===== config.mk =====
export PLATFORM = sky130hd
export DESIGN_NAME = scp_top
export DESIGN_NICKNAME = d
export VERILOG_FILES = /design/src/scp_pkg.sv /design/src/scp_div.sv /design/src/scp_top.sv
export SDC_FILE = /design/constraint.sdc
export NUM_CORES = 1
export LEC_CHECK = 0
export BUFFER_PORTS_ARGS = -buffer_cell sky130_fd_sc_hd__buf_2
export CORE_ASPECT_RATIO = 0.9
export CORE_MARGIN = 2
export CORE_UTILIZATION = 38
export DETAILED_ROUTE_END_ITERATION = 8
export PLACE_DENSITY = 0.53
export REMOVE_ABC_BUFFERS = 1
export SETUP_SLACK_MARGIN = 0.2
export SYNTH_ARGS = -nofsm -noshare
export SYNTH_HDL_FRONTEND = slang
export SYNTH_HIERARCHICAL = 1
export SYNTH_SLANG_ARGS = --single-unit

===== constraint.sdc =====
create_clock -name clk -period 4.5 [get_ports clk]
set_input_delay 0.9 -clock clk [delete_from_list [all_inputs] [get_ports clk]]
set_output_delay 0.9 -clock clk [all_outputs]
set_load 0.05 [all_outputs]

===== src/scp_pkg.sv =====
// Purpose: Shared constants for the system clock prescaler and clock interrupt clear block.
// Assumes: APB with 32-bit data, one aligned word per register.
// Notes: Field positions are the low bit of each field; widths follow the field names.
package scp_pkg;

  localparam logic [7:0]  CFG0_OFFSET      = 8'h04;
  localparam logic [7:0]  INT_OFFSET       = 8'h08;
  localparam logic [31:0] CFG0_RESET       = 32'h0000_0000;
  localparam logic [31:0] INT_RESET        = 32'h0000_0000;

  // Configuration register fields.
  localparam int          PLL_REF_SEL_BIT  = 16;
  localparam int          ADC_DIV_LSB      = 14;
  localparam int          PB2_DIV_LSB      = 11;
  localparam int          PB1_DIV_LSB      = 8;
  localparam int          HB_DIV_LSB       = 4;
  localparam int          SW_STATUS_LSB    = 2;
  localparam int          SW_SELECT_LSB    = 0;

  // Interrupt register fields.
  localparam int          STUCK_CLEAR_BIT  = 23;
  localparam int          OSC14_CLEAR_BIT  = 21;
  localparam int          PLL_CLEAR_BIT    = 20;
  localparam int          XTAL_CLEAR_BIT   = 19;
  localparam int          OSC14_IE_BIT     = 13;
  localparam int          PLL_IE_BIT       = 12;
  localparam int          XTAL_IE_BIT      = 11;
  localparam int          STUCK_FLAG_BIT   = 7;
  localparam int          OSC14_FLAG_BIT   = 5;
  localparam int          PLL_FLAG_BIT     = 4;
  localparam int          XTAL_FLAG_BIT    = 3;

  // System clock source codes, shared by the select and status fields.
  localparam logic [1:0]  SRC_INTERNAL_8M  = 2'h0;
  localparam logic [1:0]  SRC_CRYSTAL      = 2'h1;
  localparam logic [1:0]  SRC_PLL          = 2'h2;
  localparam logic [1:0]  SRC_RESERVED     = 2'h3;

  localparam int          DIV_W            = 10;
  localparam int          SWITCH_SETTLE_CYC = 4;

  typedef enum logic [1:0] {
    SCP_SW_IDLE  = 2'b00,
    SCP_SW_WAIT  = 2'b01,
    SCP_SW_DRIVE = 2'b11
  } scp_sw_state_t;

  // Host bus: 0xxx undivided, 1000..1111 -> 2,4,8,16,64,128,256,512.
  function automatic logic [DIV_W-1:0] host_div(input logic [3:0] code);
    logic [DIV_W-1:0] r;
    r = 10'h001;
    if (code[3]) begin
      unique case (code[2:0])
        3'h0: r = 10'h002;
        3'h1: r = 10'h004;
        3'h2: r = 10'h008;
        3'h3: r = 10'h010;
        3'h4: r = 10'h040;
        3'h5: r = 10'h080;
        3'h6: r = 10'h100;
        3'h7: r = 10'h200;
      endcase
    end
    return r;
  endfunction : host_div

  // Peripheral buses: 0xx undivided, 100..111 -> 2,4,8,16.
  function automatic logic [DIV_W-1:0] periph_div(input logic [2:0] code);
    logic [DIV_W-1:0] r;
    r = 10'h001;
    if (code[2]) begin
      r = 10'h002 << code[1:0];
    end
    return r;
  endfunction : periph_div

  // ADC: 00..11 -> 2,4,6,8.
  function automatic logic [DIV_W-1:0] adc_div(input logic [1:0] code);
    return {7'h00, code, 1'b0} + 10'h002;
  endfunction : adc_div

endpackage : scp_pkg


===== src/scp_div.sv =====
// Purpose: Tick divider; emits one output tick for every N input ticks.
// Assumes: Divisor is at least one; changes take effect at the next wrap or at once if exceeded.
// Notes: A divisor of one passes every input tick, delayed by one cycle.
`timescale 1ns/1ps
module scp_div #(
  parameter int W = 10
) (
  input  wire logic         clk,
  input  wire logic         rst,
  input  wire logic         in_tick,
  input  wire logic [W-1:0] divisor,
  output logic              out_tick
);

  logic [W-1:0] count_reg;
  logic         wrap;

  // Wrapping also when the count already passed a freshly lowered divisor avoids a long stall.
  assign wrap = (count_reg >= divisor - W'(1));

  always_ff @(posedge clk) begin
    if (rst) begin
      count_reg <= '0;
      out_tick  <= 1'b0;
    end else begin
      out_tick <= in_tick && wrap;
      if (in_tick) begin
        count_reg <= wrap ? '0 : count_reg + W'(1);
      end
    end
  end

endmodule : scp_div


===== src/scp_top.sv =====
// Purpose: System clock source switch, bus prescalers and clock interrupt flag clears.
// Assumes: clk is the system clock; ready and failure inputs arrive from other domains.
// Notes: Derived clocks are produced as one-cycle tick enables for the clock tree.
//
// Notes on behaviour
// - PLL reference is internal 8 MHz over two when bit is 0, crystal when 1.
// - ADC clock is periph bus two clock divided by 2, 4, 6 or 8.
// - Periph bus two clock: 0xx undivided, 100..111 divide by 2, 4, 8, 16.
// - Periph bus one clock: 0xx undivided, 100..111 divide by 2, 4, 8, 16.
// - Host bus clock: 0xxx undivided, 1000..1111 divide by 2..512.
// - Read-only switch status shows the active system clock source.
// - Software selects the system clock source; code 11 is reserved.
// - Leaving deep-sleep or standby forces selection to the internal 8 MHz oscillator.
// - Crystal failure while crystal feeds system clock or PLL forces internal oscillator.
// - Writing 1 to the stuck clear bit clears the clock-stuck flag.
// - Writing 1 to the 14 MHz clear bit clears its stabilization flag.
// - Writing 1 to the PLL clear bit clears the PLL stabilization flag.
// - Writing 1 to the crystal clear bit clears its stabilization flag.
// - The interrupt register resets to all zeros.
// - Stabilization flags set when source becomes stable and its enable is set.
// - Clock-stuck flag sets on detected crystal stuck and holds until cleared.
//
// Chosen here: the APB slave port.
`timescale 1ns/1ps
module scp_top #(
  parameter int SETTLE_CYC = scp_pkg::SWITCH_SETTLE_CYC
) (
  input  wire logic        clk,
  input  wire logic        rst,
  input  wire logic [7:0]  paddr,
  input  wire logic        psel,
  input  wire logic        penable,
  input  wire logic        pwrite,
  input  wire logic [31:0] pwdata,
  output logic      [31:0] prdata,
  output logic             pready,
  output logic             pslverr,
  input  wire logic        internal_8m_ready,
  input  wire logic        crystal_ready,
  input  wire logic        pll_ready,
  input  wire logic        osc14_ready,
  input  wire logic        crystal_fail,
  input  wire logic        lowpower_exit,
  output logic      [1:0]  system_clock_mux,
  output logic             pll_reference_select,
  output logic             host_bus_tick,
  output logic             periph_bus_one_tick,
  output logic             periph_bus_two_tick,
  output logic             adc_tick
);

  // Synchroniser bit order.
  localparam int S_I8 = 0;
  localparam int S_XT = 1;
  localparam int S_PL = 2;
  localparam int S_14 = 3;
  localparam int S_FL = 4;
  localparam int S_LP = 5;

  logic [5:0]  sync1_reg;
  logic [5:0]  sync2_reg;
  logic [5:0]  prev_reg;
  logic [5:0]  rise;

  logic        pll_ref_reg;
  logic [1:0]  adc_div_reg;
  logic [2:0]  pb2_div_reg;
  logic [2:0]  pb1_div_reg;
  logic [3:0]  hb_div_reg;
  logic [1:0]  sw_select_reg;
  logic [1:0]  sw_status_reg;

  logic        osc14_ie_reg;
  logic        pll_ie_reg;
  logic        xtal_ie_reg;
  logic        stuck_flag_reg;
  logic        osc14_flag_reg;
  logic        pll_flag_reg;
  logic        xtal_flag_reg;

  scp_pkg::scp_sw_state_t sw_state_reg;
  logic [1:0]  sw_target_reg;
  logic [7:0]  settle_reg;

  logic        setup;
  logic        access;
  logic        wr_cfg;
  logic        wr_int;
  logic        addr_ok;
  logic        force_8m;
  logic        target_ready;
  logic [31:0] cfg_view;
  logic [31:0] int_view;
  logic        hb_tick;
  logic        pb1_tick;
  logic        pb2_tick;
  logic        adc_tk;

  assign setup   = psel && !penable;
  assign access  = psel && penable && pready;
  assign addr_ok = (paddr == scp_pkg::CFG0_OFFSET) ||
                   (paddr == scp_pkg::INT_OFFSET);
  assign wr_cfg  = access && pwrite && (paddr == scp_pkg::CFG0_OFFSET);
  assign wr_int  = access && pwrite && (paddr == scp_pkg::INT_OFFSET);
  assign rise    = sync2_reg & ~prev_reg;

  // Pins cross into the system clock domain through two flops before anything reads them.
  always_ff @(posedge clk) begin
    if (rst) begin
      sync1_reg <= 6'h00;
      sync2_reg <= 6'h00;
      prev_reg  <= 6'h00;
    end else begin
      sync1_reg <= {lowpower_exit, crystal_fail, osc14_ready,
                    pll_ready, crystal_ready, internal_8m_ready};
      sync2_reg <= sync1_reg;
      prev_reg  <= sync2_reg;
    end
  end

  // A failure forces the fall-back only while the crystal is the status or pending target, or the PLL reference.
  assign force_8m = rise[S_LP] ||
                    (sync2_reg[S_FL] && ((sw_status_reg == scp_pkg::SRC_CRYSTAL) ||
                                         (sw_target_reg == scp_pkg::SRC_CRYSTAL &&
                                          sw_state_reg != scp_pkg::SCP_SW_IDLE) ||
                                         pll_ref_reg));

  always_comb begin
    cfg_view = 32'h0000_0000;
    cfg_view[scp_pkg::PLL_REF_SEL_BIT]                 = pll_ref_reg;
    cfg_view[scp_pkg::ADC_DIV_LSB +: 2]                = adc_div_reg;
    cfg_view[scp_pkg::PB2_DIV_LSB +: 3]                = pb2_div_reg;
    cfg_view[scp_pkg::PB1_DIV_LSB +: 3]                = pb1_div_reg;
    cfg_view[scp_pkg::HB_DIV_LSB +: 4]                 = hb_div_reg;
    cfg_view[scp_pkg::SW_STATUS_LSB +: 2]              = sw_status_reg;
    cfg_view[scp_pkg::SW_SELECT_LSB +: 2]              = sw_select_reg;
  end

  // Clear bits are write-only and read as zero.
  always_comb begin
    int_view = 32'h0000_0000;
    int_view[scp_pkg::OSC14_IE_BIT]   = osc14_ie_reg;
    int_view[scp_pkg::PLL_IE_BIT]     = pll_ie_reg;
    int_view[scp_pkg::XTAL_IE_BIT]    = xtal_ie_reg;
    int_view[scp_pkg::STUCK_FLAG_BIT] = stuck_flag_reg;
    int_view[scp_pkg::OSC14_FLAG_BIT] = osc14_flag_reg;
    int_view[scp_pkg::PLL_FLAG_BIT]   = pll_flag_reg;
    int_view[scp_pkg::XTAL_FLAG_BIT]  = xtal_flag_reg;
  end

  // Bus slave: ready in the cycle after setup, so every access takes exactly two cycles.
  always_ff @(posedge clk) begin
    if (rst) begin
      pready  <= 1'b0;
      pslverr <= 1'b0;
      prdata  <= 32'h0000_0000;
    end else begin
      pready <= setup;
      if (setup) begin
        pslverr <= !addr_ok;
        if (!pwrite && paddr == scp_pkg::CFG0_OFFSET) begin
          prdata <= cfg_view;
        end else if (!pwrite && paddr == scp_pkg::INT_OFFSET) begin
          prdata <= int_view;
        end else begin
          prdata <= 32'h0000_0000;
        end
      end else if (access) begin
        pslverr <= 1'b0;
      end
    end
  end

  // Prescaler fields and PLL reference select.
  always_ff @(posedge clk) begin
    if (rst) begin
      pll_ref_reg <= scp_pkg::CFG0_RESET[scp_pkg::PLL_REF_SEL_BIT];
      adc_div_reg <= scp_pkg::CFG0_RESET[scp_pkg::ADC_DIV_LSB +: 2];
      pb2_div_reg <= scp_pkg::CFG0_RESET[scp_pkg::PB2_DIV_LSB +: 3];
      pb1_div_reg <= scp_pkg::CFG0_RESET[scp_pkg::PB1_DIV_LSB +: 3];
      hb_div_reg  <= scp_pkg::CFG0_RESET[scp_pkg::HB_DIV_LSB +: 4];
    end else if (wr_cfg) begin
      pll_ref_reg <= pwdata[scp_pkg::PLL_REF_SEL_BIT];
      adc_div_reg <= pwdata[scp_pkg::ADC_DIV_LSB +: 2];
      pb2_div_reg <= pwdata[scp_pkg::PB2_DIV_LSB +: 3];
      pb1_div_reg <= pwdata[scp_pkg::PB1_DIV_LSB +: 3];
      hb_div_reg  <= pwdata[scp_pkg::HB_DIV_LSB +: 4];
    end
  end

  always_ff @(posedge clk) begin
    if (rst) begin
      pll_reference_select <= 1'b0;
    end else begin
      pll_reference_select <= pll_ref_reg;
    end
  end

  // Source select; a forced fall-back overrides a write in the same cycle.
  always_ff @(posedge clk) begin
    if (rst) begin
      sw_select_reg <= scp_pkg::CFG0_RESET[scp_pkg::SW_SELECT_LSB +: 2];
    end else if (force_8m) begin
      sw_select_reg <= scp_pkg::SRC_INTERNAL_8M;
    end else if (wr_cfg &&
                 pwdata[scp_pkg::SW_SELECT_LSB +: 2] != scp_pkg::SRC_RESERVED) begin
      sw_select_reg <= pwdata[scp_pkg::SW_SELECT_LSB +: 2];
    end
  end

  always_comb begin
    unique case (sw_target_reg)
      scp_pkg::SRC_CRYSTAL: target_ready = sync2_reg[S_XT];
      scp_pkg::SRC_PLL:     target_ready = sync2_reg[S_PL];
      default:              target_ready = sync2_reg[S_I8];
    endcase
  end

  // Switch sequencer: the old source keeps driving until the new one is ready; status follows once the settle count runs out.
  always_ff @(posedge clk) begin
    if (rst) begin
      sw_state_reg     <= scp_pkg::SCP_SW_IDLE;
      sw_target_reg    <= scp_pkg::SRC_INTERNAL_8M;
      sw_status_reg    <= scp_pkg::SRC_INTERNAL_8M;
      system_clock_mux <= scp_pkg::SRC_INTERNAL_8M;
      settle_reg       <= 8'h00;
    end else if (force_8m) begin
      // Emergency path: the failed crystal cannot be waited on.
      sw_state_reg     <= scp_pkg::SCP_SW_IDLE;
      sw_target_reg    <= scp_pkg::SRC_INTERNAL_8M;
      sw_status_reg    <= scp_pkg::SRC_INTERNAL_8M;
      system_clock_mux <= scp_pkg::SRC_INTERNAL_8M;
      settle_reg       <= 8'h00;
    end else begin
      unique case (sw_state_reg)
        scp_pkg::SCP_SW_IDLE: begin
          if (sw_select_reg != sw_status_reg) begin
            sw_target_reg <= sw_select_reg;
            sw_state_reg  <= scp_pkg::SCP_SW_WAIT;
          end
        end
        scp_pkg::SCP_SW_WAIT: begin
          if (sw_select_reg != sw_target_reg) begin
            sw_state_reg <= scp_pkg::SCP_SW_IDLE;
          end else if (target_ready) begin
            system_clock_mux <= sw_target_reg;
            settle_reg       <= 8'(SETTLE_CYC);
            sw_state_reg     <= scp_pkg::SCP_SW_DRIVE;
          end
        end
        scp_pkg::SCP_SW_DRIVE: begin
          if (settle_reg <= 8'h01) begin
            sw_status_reg <= sw_target_reg;
            sw_state_reg  <= scp_pkg::SCP_SW_IDLE;
          end else begin
            settle_reg <= settle_reg - 8'h01;
          end
        end
        default: sw_state_reg <= scp_pkg::SCP_SW_IDLE;
      endcase
    end
  end

  // Interrupt enables; reserved bits are not stored.
  always_ff @(posedge clk) begin
    if (rst) begin
      osc14_ie_reg <= scp_pkg::INT_RESET[scp_pkg::OSC14_IE_BIT];
      pll_ie_reg   <= scp_pkg::INT_RESET[scp_pkg::PLL_IE_BIT];
      xtal_ie_reg  <= scp_pkg::INT_RESET[scp_pkg::XTAL_IE_BIT];
    end else if (wr_int) begin
      osc14_ie_reg <= pwdata[scp_pkg::OSC14_IE_BIT];
      pll_ie_reg   <= pwdata[scp_pkg::PLL_IE_BIT];
      xtal_ie_reg  <= pwdata[scp_pkg::XTAL_IE_BIT];
    end
  end

  // Flags: a hardware set in the same cycle as a software clear wins.
  always_ff @(posedge clk) begin
    if (rst) begin
      stuck_flag_reg <= scp_pkg::INT_RESET[scp_pkg::STUCK_FLAG_BIT];
      osc14_flag_reg <= scp_pkg::INT_RESET[scp_pkg::OSC14_FLAG_BIT];
      pll_flag_reg   <= scp_pkg::INT_RESET[scp_pkg::PLL_FLAG_BIT];
      xtal_flag_reg  <= scp_pkg::INT_RESET[scp_pkg::XTAL_FLAG_BIT];
    end else begin
      if (rise[S_FL]) begin
        stuck_flag_reg <= 1'b1;
      end else if (wr_int && pwdata[scp_pkg::STUCK_CLEAR_BIT]) begin
        stuck_flag_reg <= 1'b0;
      end
      if (rise[S_14] && osc14_ie_reg) begin
        osc14_flag_reg <= 1'b1;
      end else if (wr_int && pwdata[scp_pkg::OSC14_CLEAR_BIT]) begin
        osc14_flag_reg <= 1'b0;
      end
      if (rise[S_PL] && pll_ie_reg) begin
        pll_flag_reg <= 1'b1;
      end else if (wr_int && pwdata[scp_pkg::PLL_CLEAR_BIT]) begin
        pll_flag_reg <= 1'b0;
      end
      if (rise[S_XT] && xtal_ie_reg) begin
        xtal_flag_reg <= 1'b1;
      end else if (wr_int && pwdata[scp_pkg::XTAL_CLEAR_BIT]) begin
        xtal_flag_reg <= 1'b0;
      end
    end
  end

  // Prescaler chain: system clock -> host bus -> both peripheral buses; peripheral bus two -> ADC.
  scp_div #(.W(scp_pkg::DIV_W)) u_host_div (
    .clk      (clk),
    .rst      (rst),
    .in_tick  (1'b1),
    .divisor  (scp_pkg::host_div(hb_div_reg)),
    .out_tick (hb_tick)
  );

  scp_div #(.W(scp_pkg::DIV_W)) u_pb1_div (
    .clk      (clk),
    .rst      (rst),
    .in_tick  (hb_tick),
    .divisor  (scp_pkg::periph_div(pb1_div_reg)),
    .out_tick (pb1_tick)
  );

  scp_div #(.W(scp_pkg::DIV_W)) u_pb2_div (
    .clk      (clk),
    .rst      (rst),
    .in_tick  (hb_tick),
    .divisor  (scp_pkg::periph_div(pb2_div_reg)),
    .out_tick (pb2_tick)
  );

  scp_div #(.W(scp_pkg::DIV_W)) u_adc_div (
    .clk      (clk),
    .rst      (rst),
    .in_tick  (pb2_tick),
    .divisor  (scp_pkg::adc_div(adc_div_reg)),
    .out_tick (adc_tk)
  );

  // Retimed so every tick output leaves from a flop of this module.
  always_ff @(posedge clk) begin
    if (rst) begin
      host_bus_tick       <= 1'b0;
      periph_bus_one_tick <= 1'b0;
      periph_bus_two_tick <= 1'b0;
      adc_tick            <= 1'b0;
    end else begin
      host_bus_tick       <= hb_tick;
      periph_bus_one_tick <= pb1_tick;
      periph_bus_two_tick <= pb2_tick;
      adc_tick            <= adc_tk;
    end
  end

endmodule : scp_top

# ---- Yosys cells after proc, flatten, opt, wreduce, memory -nomap -nowiden
# Memory sizes are Yosys's and may differ from the RTL's. A register that Yosys moved wholly into a read port is not among the register bits.
# Cells that the tools add are included.
dict set report totals {
  reg_bits 139
  romBits 64
  in_bits 51
  word_cells 147
  memories 1
}
# memory words word_bits rd rd_ports_with_merged_regs write_ports line_no
set memory_table {}
lappend memory_table {{(no name shown)} 8 8 1 1 0 scp_pkg.sv:53} ;# unique case (code[2:0])
dict set report classes {
  addsub 10
  order_cmp 5
  n_eq_ne 16
  shifts 2
  n_mux 30
  bitwise_logic 3
  reduce_logical 43
}
# op n
set ops {}
lappend ops {{2-to-1 mux 10 bit} 6}
lappend ops {{adder 10 x 1 -> 10 bit (second input constant)} 4}
lappend ops {{>= comparator 10 bit} 4}
lappend ops {{subtractor 10 x 1 -> 10 bit (second input constant)} 3}
lappend ops {{2-to-1 mux 8 bit} 3}
lappend ops {{logical AND 1 bit} 21}
lappend ops {{<< shifter 2 x 2 -> 10 bit (first input constant)} 2}
lappend ops {{2-to-1 mux 17 bit} 1}
lappend ops {{case mux 8 bit (2 select lines)} 1}
lappend ops {{2-to-1 mux 14 bit} 1}
lappend ops {{nonzero test 2 bit} 7}
lappend ops {{inequality test 2 bit (second input constant)} 6}
lappend ops {{2-to-1 mux 1 bit} 10}
lappend ops {{equality test 8 x 3 -> 1 bit (second input constant)} 1}
lappend ops {{equality test 8 x 4 -> 1 bit (second input constant)} 1}
lappend ops {{less-or-equal comparator 8 x 1 -> 1 bit (second input constant)} 1}
lappend ops {{2-to-1 mux 2 bit} 4}
lappend ops {{subtractor 8 x 1 -> 8 bit (second input constant)} 1}
lappend ops {{AND 6 bit} 1}
lappend ops {{equality test 2 x 1 -> 1 bit (second input constant)} 3}
lappend ops {{2-to-1 mux 3 bit} 2}
lappend ops {{inverter 6 bit} 1}
lappend ops {{case mux 2 bit (3 select lines)} 1}
lappend ops {{AND reduction 3 bit} 2}
lappend ops {{13 further kinds} 22}

# ---- Longest topological paths before layout
dict set report depth {
  word_depth 7
  mapped_depth 14
  mapped_depth_nobuf 14
}

# ---- By module
# The synthesis kept the hierarchy.
# module instances cells_per_inst area_per_inst_um2 seq_area_each_um2
set by_module_without_submodules {}
lappend by_module_without_submodules {scp_top 1 422 3713.6 1741.7}
lappend by_module_without_submodules {{scp_div at u_adc_div ...} 3 93 824.5 220.2}
lappend by_module_without_submodules {{scp_div at u_pb1_div} 1 92 817.0 220.2}

# ---- Worst setup path after synthesis
# OpenSTA, ideal clock, no wires.
dict set report synth_path {
  path_kind {register to register}
  from {register hb_div_reg[3]}
  to {register u_host_div.count_reg[2]}
  arrival_time_ns 2.865
  required_ns 4.426
  slack_ns 1.561
  path_stages_with_launch 14
  path_buffers 1
  cell_sequence {dfxtp_1 > clkbuf_1 > and2_1 > nor4_1 > nand2b_1 > or3_1 > nor3_1 > xnor2_1 > ha_1 > and4_1 > o311a_1 > a311oi_4 > nand4b_1 > a31oi_1}
}
dict set report synth_via {
  elab_chain_len 4
}
# element line_no
set synth_rtl {}
lappend synth_rtl {{start, declared} scp_top.sv:69} ;# logic [3:0] hb_div_reg;
lappend synth_rtl {{start signal, assigned} scp_top.sv:181} ;# hb_div_reg <= scp_pkg::CFG0_RESET[scp_pkg::HB_DIV_LSB +: 4];
lappend synth_rtl {{start signal, assigned} scp_top.sv:187} ;# hb_div_reg <= pwdata[scp_pkg::HB_DIV_LSB +: 4];
lappend synth_rtl {{2-to-1 mux 10 bit} scp_pkg.sv:52} ;# if (code[3]) begin
lappend synth_rtl {{subtractor 10 x 1 -> 10 bit} scp_div.sv:19} ;# assign wrap = (count_reg >= divisor - W'(1));
lappend synth_rtl {{>= comparator 10 bit} scp_div.sv:19}
lappend synth_rtl {{OR reduction 2 bit (no line)} n/a}
lappend synth_rtl {{end signal, assigned} scp_div.sv:28} ;# count_reg <= wrap ? '0 : count_reg + W'(1);
lappend synth_rtl {{end, declared} scp_div.sv:15} ;# logic [W-1:0] count_reg;
# Every way passes these cells.
# A chain may end at the register's enable or synchronous reset.

# ---- Final worst setup path
dict set report layout_path {
  from {register adc_div_reg[0]}
  to {register u_adc_div.count_reg[9]}
}
dict set report layout_via {
  elab_chain_len 4
}
# element line_no
set layout_rtl {}
lappend layout_rtl {{start, declared} scp_top.sv:66} ;# logic [1:0] adc_div_reg;
lappend layout_rtl {{start signal, assigned} scp_top.sv:178} ;# adc_div_reg <= scp_pkg::CFG0_RESET[scp_pkg::ADC_DIV_LSB +: 2];
lappend layout_rtl {{start signal, assigned} scp_top.sv:184} ;# adc_div_reg <= pwdata[scp_pkg::ADC_DIV_LSB +: 2];
lappend layout_rtl {{adder 3 x 2 -> 4 bit} scp_pkg.sv:79} ;# return {7'h00, code, 1'b0} + 10'h002;
lappend layout_rtl {{subtractor 4 x 1 -> 5 bit} scp_div.sv:19}
lappend layout_rtl {{>= comparator 10 bit} scp_div.sv:19}
lappend layout_rtl {{2-to-1 mux 10 bit} scp_div.sv:28}
lappend layout_rtl {{end signal, assigned} scp_div.sv:28}
lappend layout_rtl {{end, declared} scp_div.sv:15}
# Every way passes these cells.

==> impl_metrics.tcl <==
set metrics [dict create \
    status "finished clean" \
    core_area_sq_um 18200 \
    placed_cells 1127 \
    grt_pass1_vias 5140 \
    pwr-share-seq_pct 42.8 \
    track_usage_pct 16.3 \
    place.gp.congestion 0.777 \
    hold_buffers 0 \
    syn_area_per_cell_sq_um 8.83 \
    synthToLayoutAreaGrowth_pct 18.4 \
    cts.path.max_buffers 2 \
    setup_viol 0 \
    initial_core_util_pct 38.4 \
    critPathKind "flip-flop to flip-flop" \
    whs_ps 435 \
    cts_setup_buffers 0 \
    worst_pin_slew_ps 900 \
    wl_per_cell_um 13.2 \
    drc_errors 0 \
    p_int_mw 2.06 \
    r2r_slack_ps 1260 \
    finClkSkew_ps 13.2 \
    cts.sinks 131 \
    cts_resized 0 \
    ir_worst_vdd_mv 0.217 \
    p_leak_nw 3.48 \
    port_buffers 63 \
    nets 1005 \
    critical_path_arrival_ps 3600 \
    viasPerCell 4.75 \
    synth_ff_type "dfxtp_1" \
    cts_root_buffer "clkbuf_16" \
    synth.most_common_cell "dfxtp_1" \
    power_frac_clock_pct 51.9 \
    swShare_pct 25.4 \
    fmax_mhz 309 \
    antenna_found_initial 0 \
    clock_latency_ps 430 \
    maxSlewViolCount 0 \
    switchingPower_mw 0.701 \
    diodes 0 \
    worstPathRequired_ps 4860 \
    cts_made_buffers 17 \
    post-synth-top-area-cell "dfxtp_1" \
    drt_pass1_iterations 4 \
    via_count 5505 \
    yosysUniqueCellTypes 55 \
    relSlewSlack_pct 40.0 \
    fp.dieH_um 133 \
    combinationalPowerShare_pct 5.4 \
    largest_register "prdata" \
    synthCells 793 \
    dp_hpwl_mm 11.2 \
    rsz0062_at_grt "false" \
    max-cap-violations 0 \
    io-pin-count 92 \
    fin_setup_tns_ps 0 \
    min_period_ps 3240 \
    layout-drive-gt1-share_pct 12.5 \
    yosys-top-cells-count "131 x dfxtp_1, 72 x nor2_1, 69 x nand2_1, 53 x ha_1, 50 x a21oi_1" \
    r2r-start "adc_div_reg[0]" \
    synth-seq-cells 131 \
    register_area_sq_um 2620 \
    multiInputGateArea_sq_um 4290 \
    largest_reg_flops 17 \
    reg2reg_depth 12 \
    ys_seq_area_share_pct 37.4 \
    final_antenna_net_count 0 \
    synth.area.top_cells "dfxtp_1 37%, ha_1 9.5%, xor2_1 5.8%, nor2_1 3.9%, nand2_1 3.7%" \
    hold_class "flip-flop to flip-flop" \
    tritoncts "done" \
    timing.rr.end "u_adc_div/count_reg[9]" \
    die_area_sq_um 19500 \
    fillers 1831 \
    async_flop_share_pct 0 \
    routed_wl_mm 15.3 \
    stdcell_count 1159 \
    crit_path_end_kind "flip-flop" \
    fp-row-count 47 \
    htree_levels 4 \
    power.density_nw_per_um2 333 \
    die_x_um 147 \
    crit_fanout 7 \
    grt_pass1_wl_mm 25.4 \
    yosys_warnings 6 \
    endpoint "u_adc_div/count_reg[9]" \
    cts.clk_slew.worst_paths_ps 60 \
    syn_area_sq_um 7000 \
    period_share_pct 72.0 \
    crit_start "adc_div_reg[0]" \
    dr.first_iter.drc_count 257 \
    post_dp_cell_area_sq_um 7680 \
    synth_top_area_share_pct 37.4 \
    startpoint_type "flip-flop" \
    hold_violations 0 \
    synth_edf_count 0 \
    grt_max_degree 36 \
    fin_area_sq_um 8290 \
    grt_overflow 0 \
]
[worst max-delay path: stages, from the launching register on]
cell and delay (ps):
dfxtp_1 330, ha_1 360, nor4_1 330, nand2b_1 120
or3_1 350, nor3_1 180, xnor2_1 90, ha_1 300
and4_1 240, o311a_1 160, a311oi_4 370, o21bai_2 200
nor2_1 130
[cell type report]
| cell class | instances | area share (%) |
|---|---|---|
| inverters | 31 | 1.40 |
| clock inverters | 15 | 2.25 |
| clock buffers | 17 | 5.13 |
| multi-input cells | 653 | 51.7 |
| repair buffers | 67 | 4.16 |
| well taps | 245 | 3.70 |
| flip-flops and latches | 131 | 31.6 |
[placed cells by master (no fill, tap or decap), types with 4 or more instances in the layout]
master / netlist / layout
and3_1: 14 / 14
nand4_1: 15 / 15
a22oi_1: 11 / 11
xnor2_1: 22 / 22
or3_1: 7 / 7
a211o_1: 4 / 4
nor3_1: 21 / 21
ha_1: 53 / 53
buf_4: 15 / 4
nor2_1: 72 / 72
inv_6: 0 / 6
and2_1: 15 / 15
o21bai_2: 4 / 4
nor2b_1: 28 / 28
o21ai_0: 12 / 12
clkbuf_16: 0 / 17
o211ai_1: 4 / 4
dfxtp_1: 131 / 131
a311oi_4: 4 / 4
a22o_1: 7 / 7
a31oi_1: 4 / 4
and4_1: 12 / 12
a21oi_1: 50 / 50
a41o_1: 4 / 4
mux2i_1: 9 / 9
nand4b_1: 5 / 5
nand3_1: 32 / 32
nand2_1: 69 / 69
conb_1: 2 / 63
o311a_1: 4 / 4
inv_1: 31 / 31
xor2_1: 46 / 46
buf_2: 2 / 63
nand3b_1: 8 / 8
nand2b_1: 16 / 16
nor4_1: 7 / 7
[metrics by stage]
stage / setup WS [ps] / utilization [%] / power [mW]
after floorplan: 1620 / - / 1.30
after global placement: 1310 / 42.1 / 1.35
final: 1260 / 45.5 / 2.76
after CTS: 1250 / 45.5 / 2.80
after detailed placement: 1270 / 42.1 / 1.35
after global routing: 993 / 45.5 / 2.87
[metal layers]
layer  share of wire (%)  up-vias  track usage [%]
li1                    -     2937                -
met2                  44       78             24.8
met3                 3.3        9             3.79
met1                  51     2481             22.6
met5                   0        -                0
met4                 1.1        0             6.09
[worst min path at each step]
stage,from,end,slack [ps],depth (start not counted)
3_3_place_gp,sync1_reg[5],sync2_reg[5],420,1
4_1_cts,sync1_reg[4],sync2_reg[4],440,1
3_5_place_dp,sync1_reg[4],sync2_reg[4],420,1
2_1_floorplan,u_adc_div/out_tick,adc_tick,410,1
5_1_grt,sync1_reg[5],sync2_reg[5],450,1
6_report,sync1_reg[4],sync2_reg[4],430,1
[kinds of logic (layout without fill, tap and decap cells)]
logic type,count (synthesis),after routing,share of synthesized area (%)
other cells,2,63,0.107
flops,131,131,37.4
mux,10,10,1.45
simple gates,337,337,25.6
xor+xnor,68,68,8.50
buf+inv,70,130,4.59
compound gates,122,122,12.8
fa+ha+maj,53,53,9.47
[power groups by stage]
stage	logic [mW]	clock network, mW	registers (mW)
finish	0.149	1.43	1.18
global route	0.167	1.52	1.18
CTS	0.150	1.47	1.18
detailed placement	0.149	0	1.21
global placement	0.149	0	1.21
floorplan	0.0923	0	1.21
(Power assumes the default switching activity.)
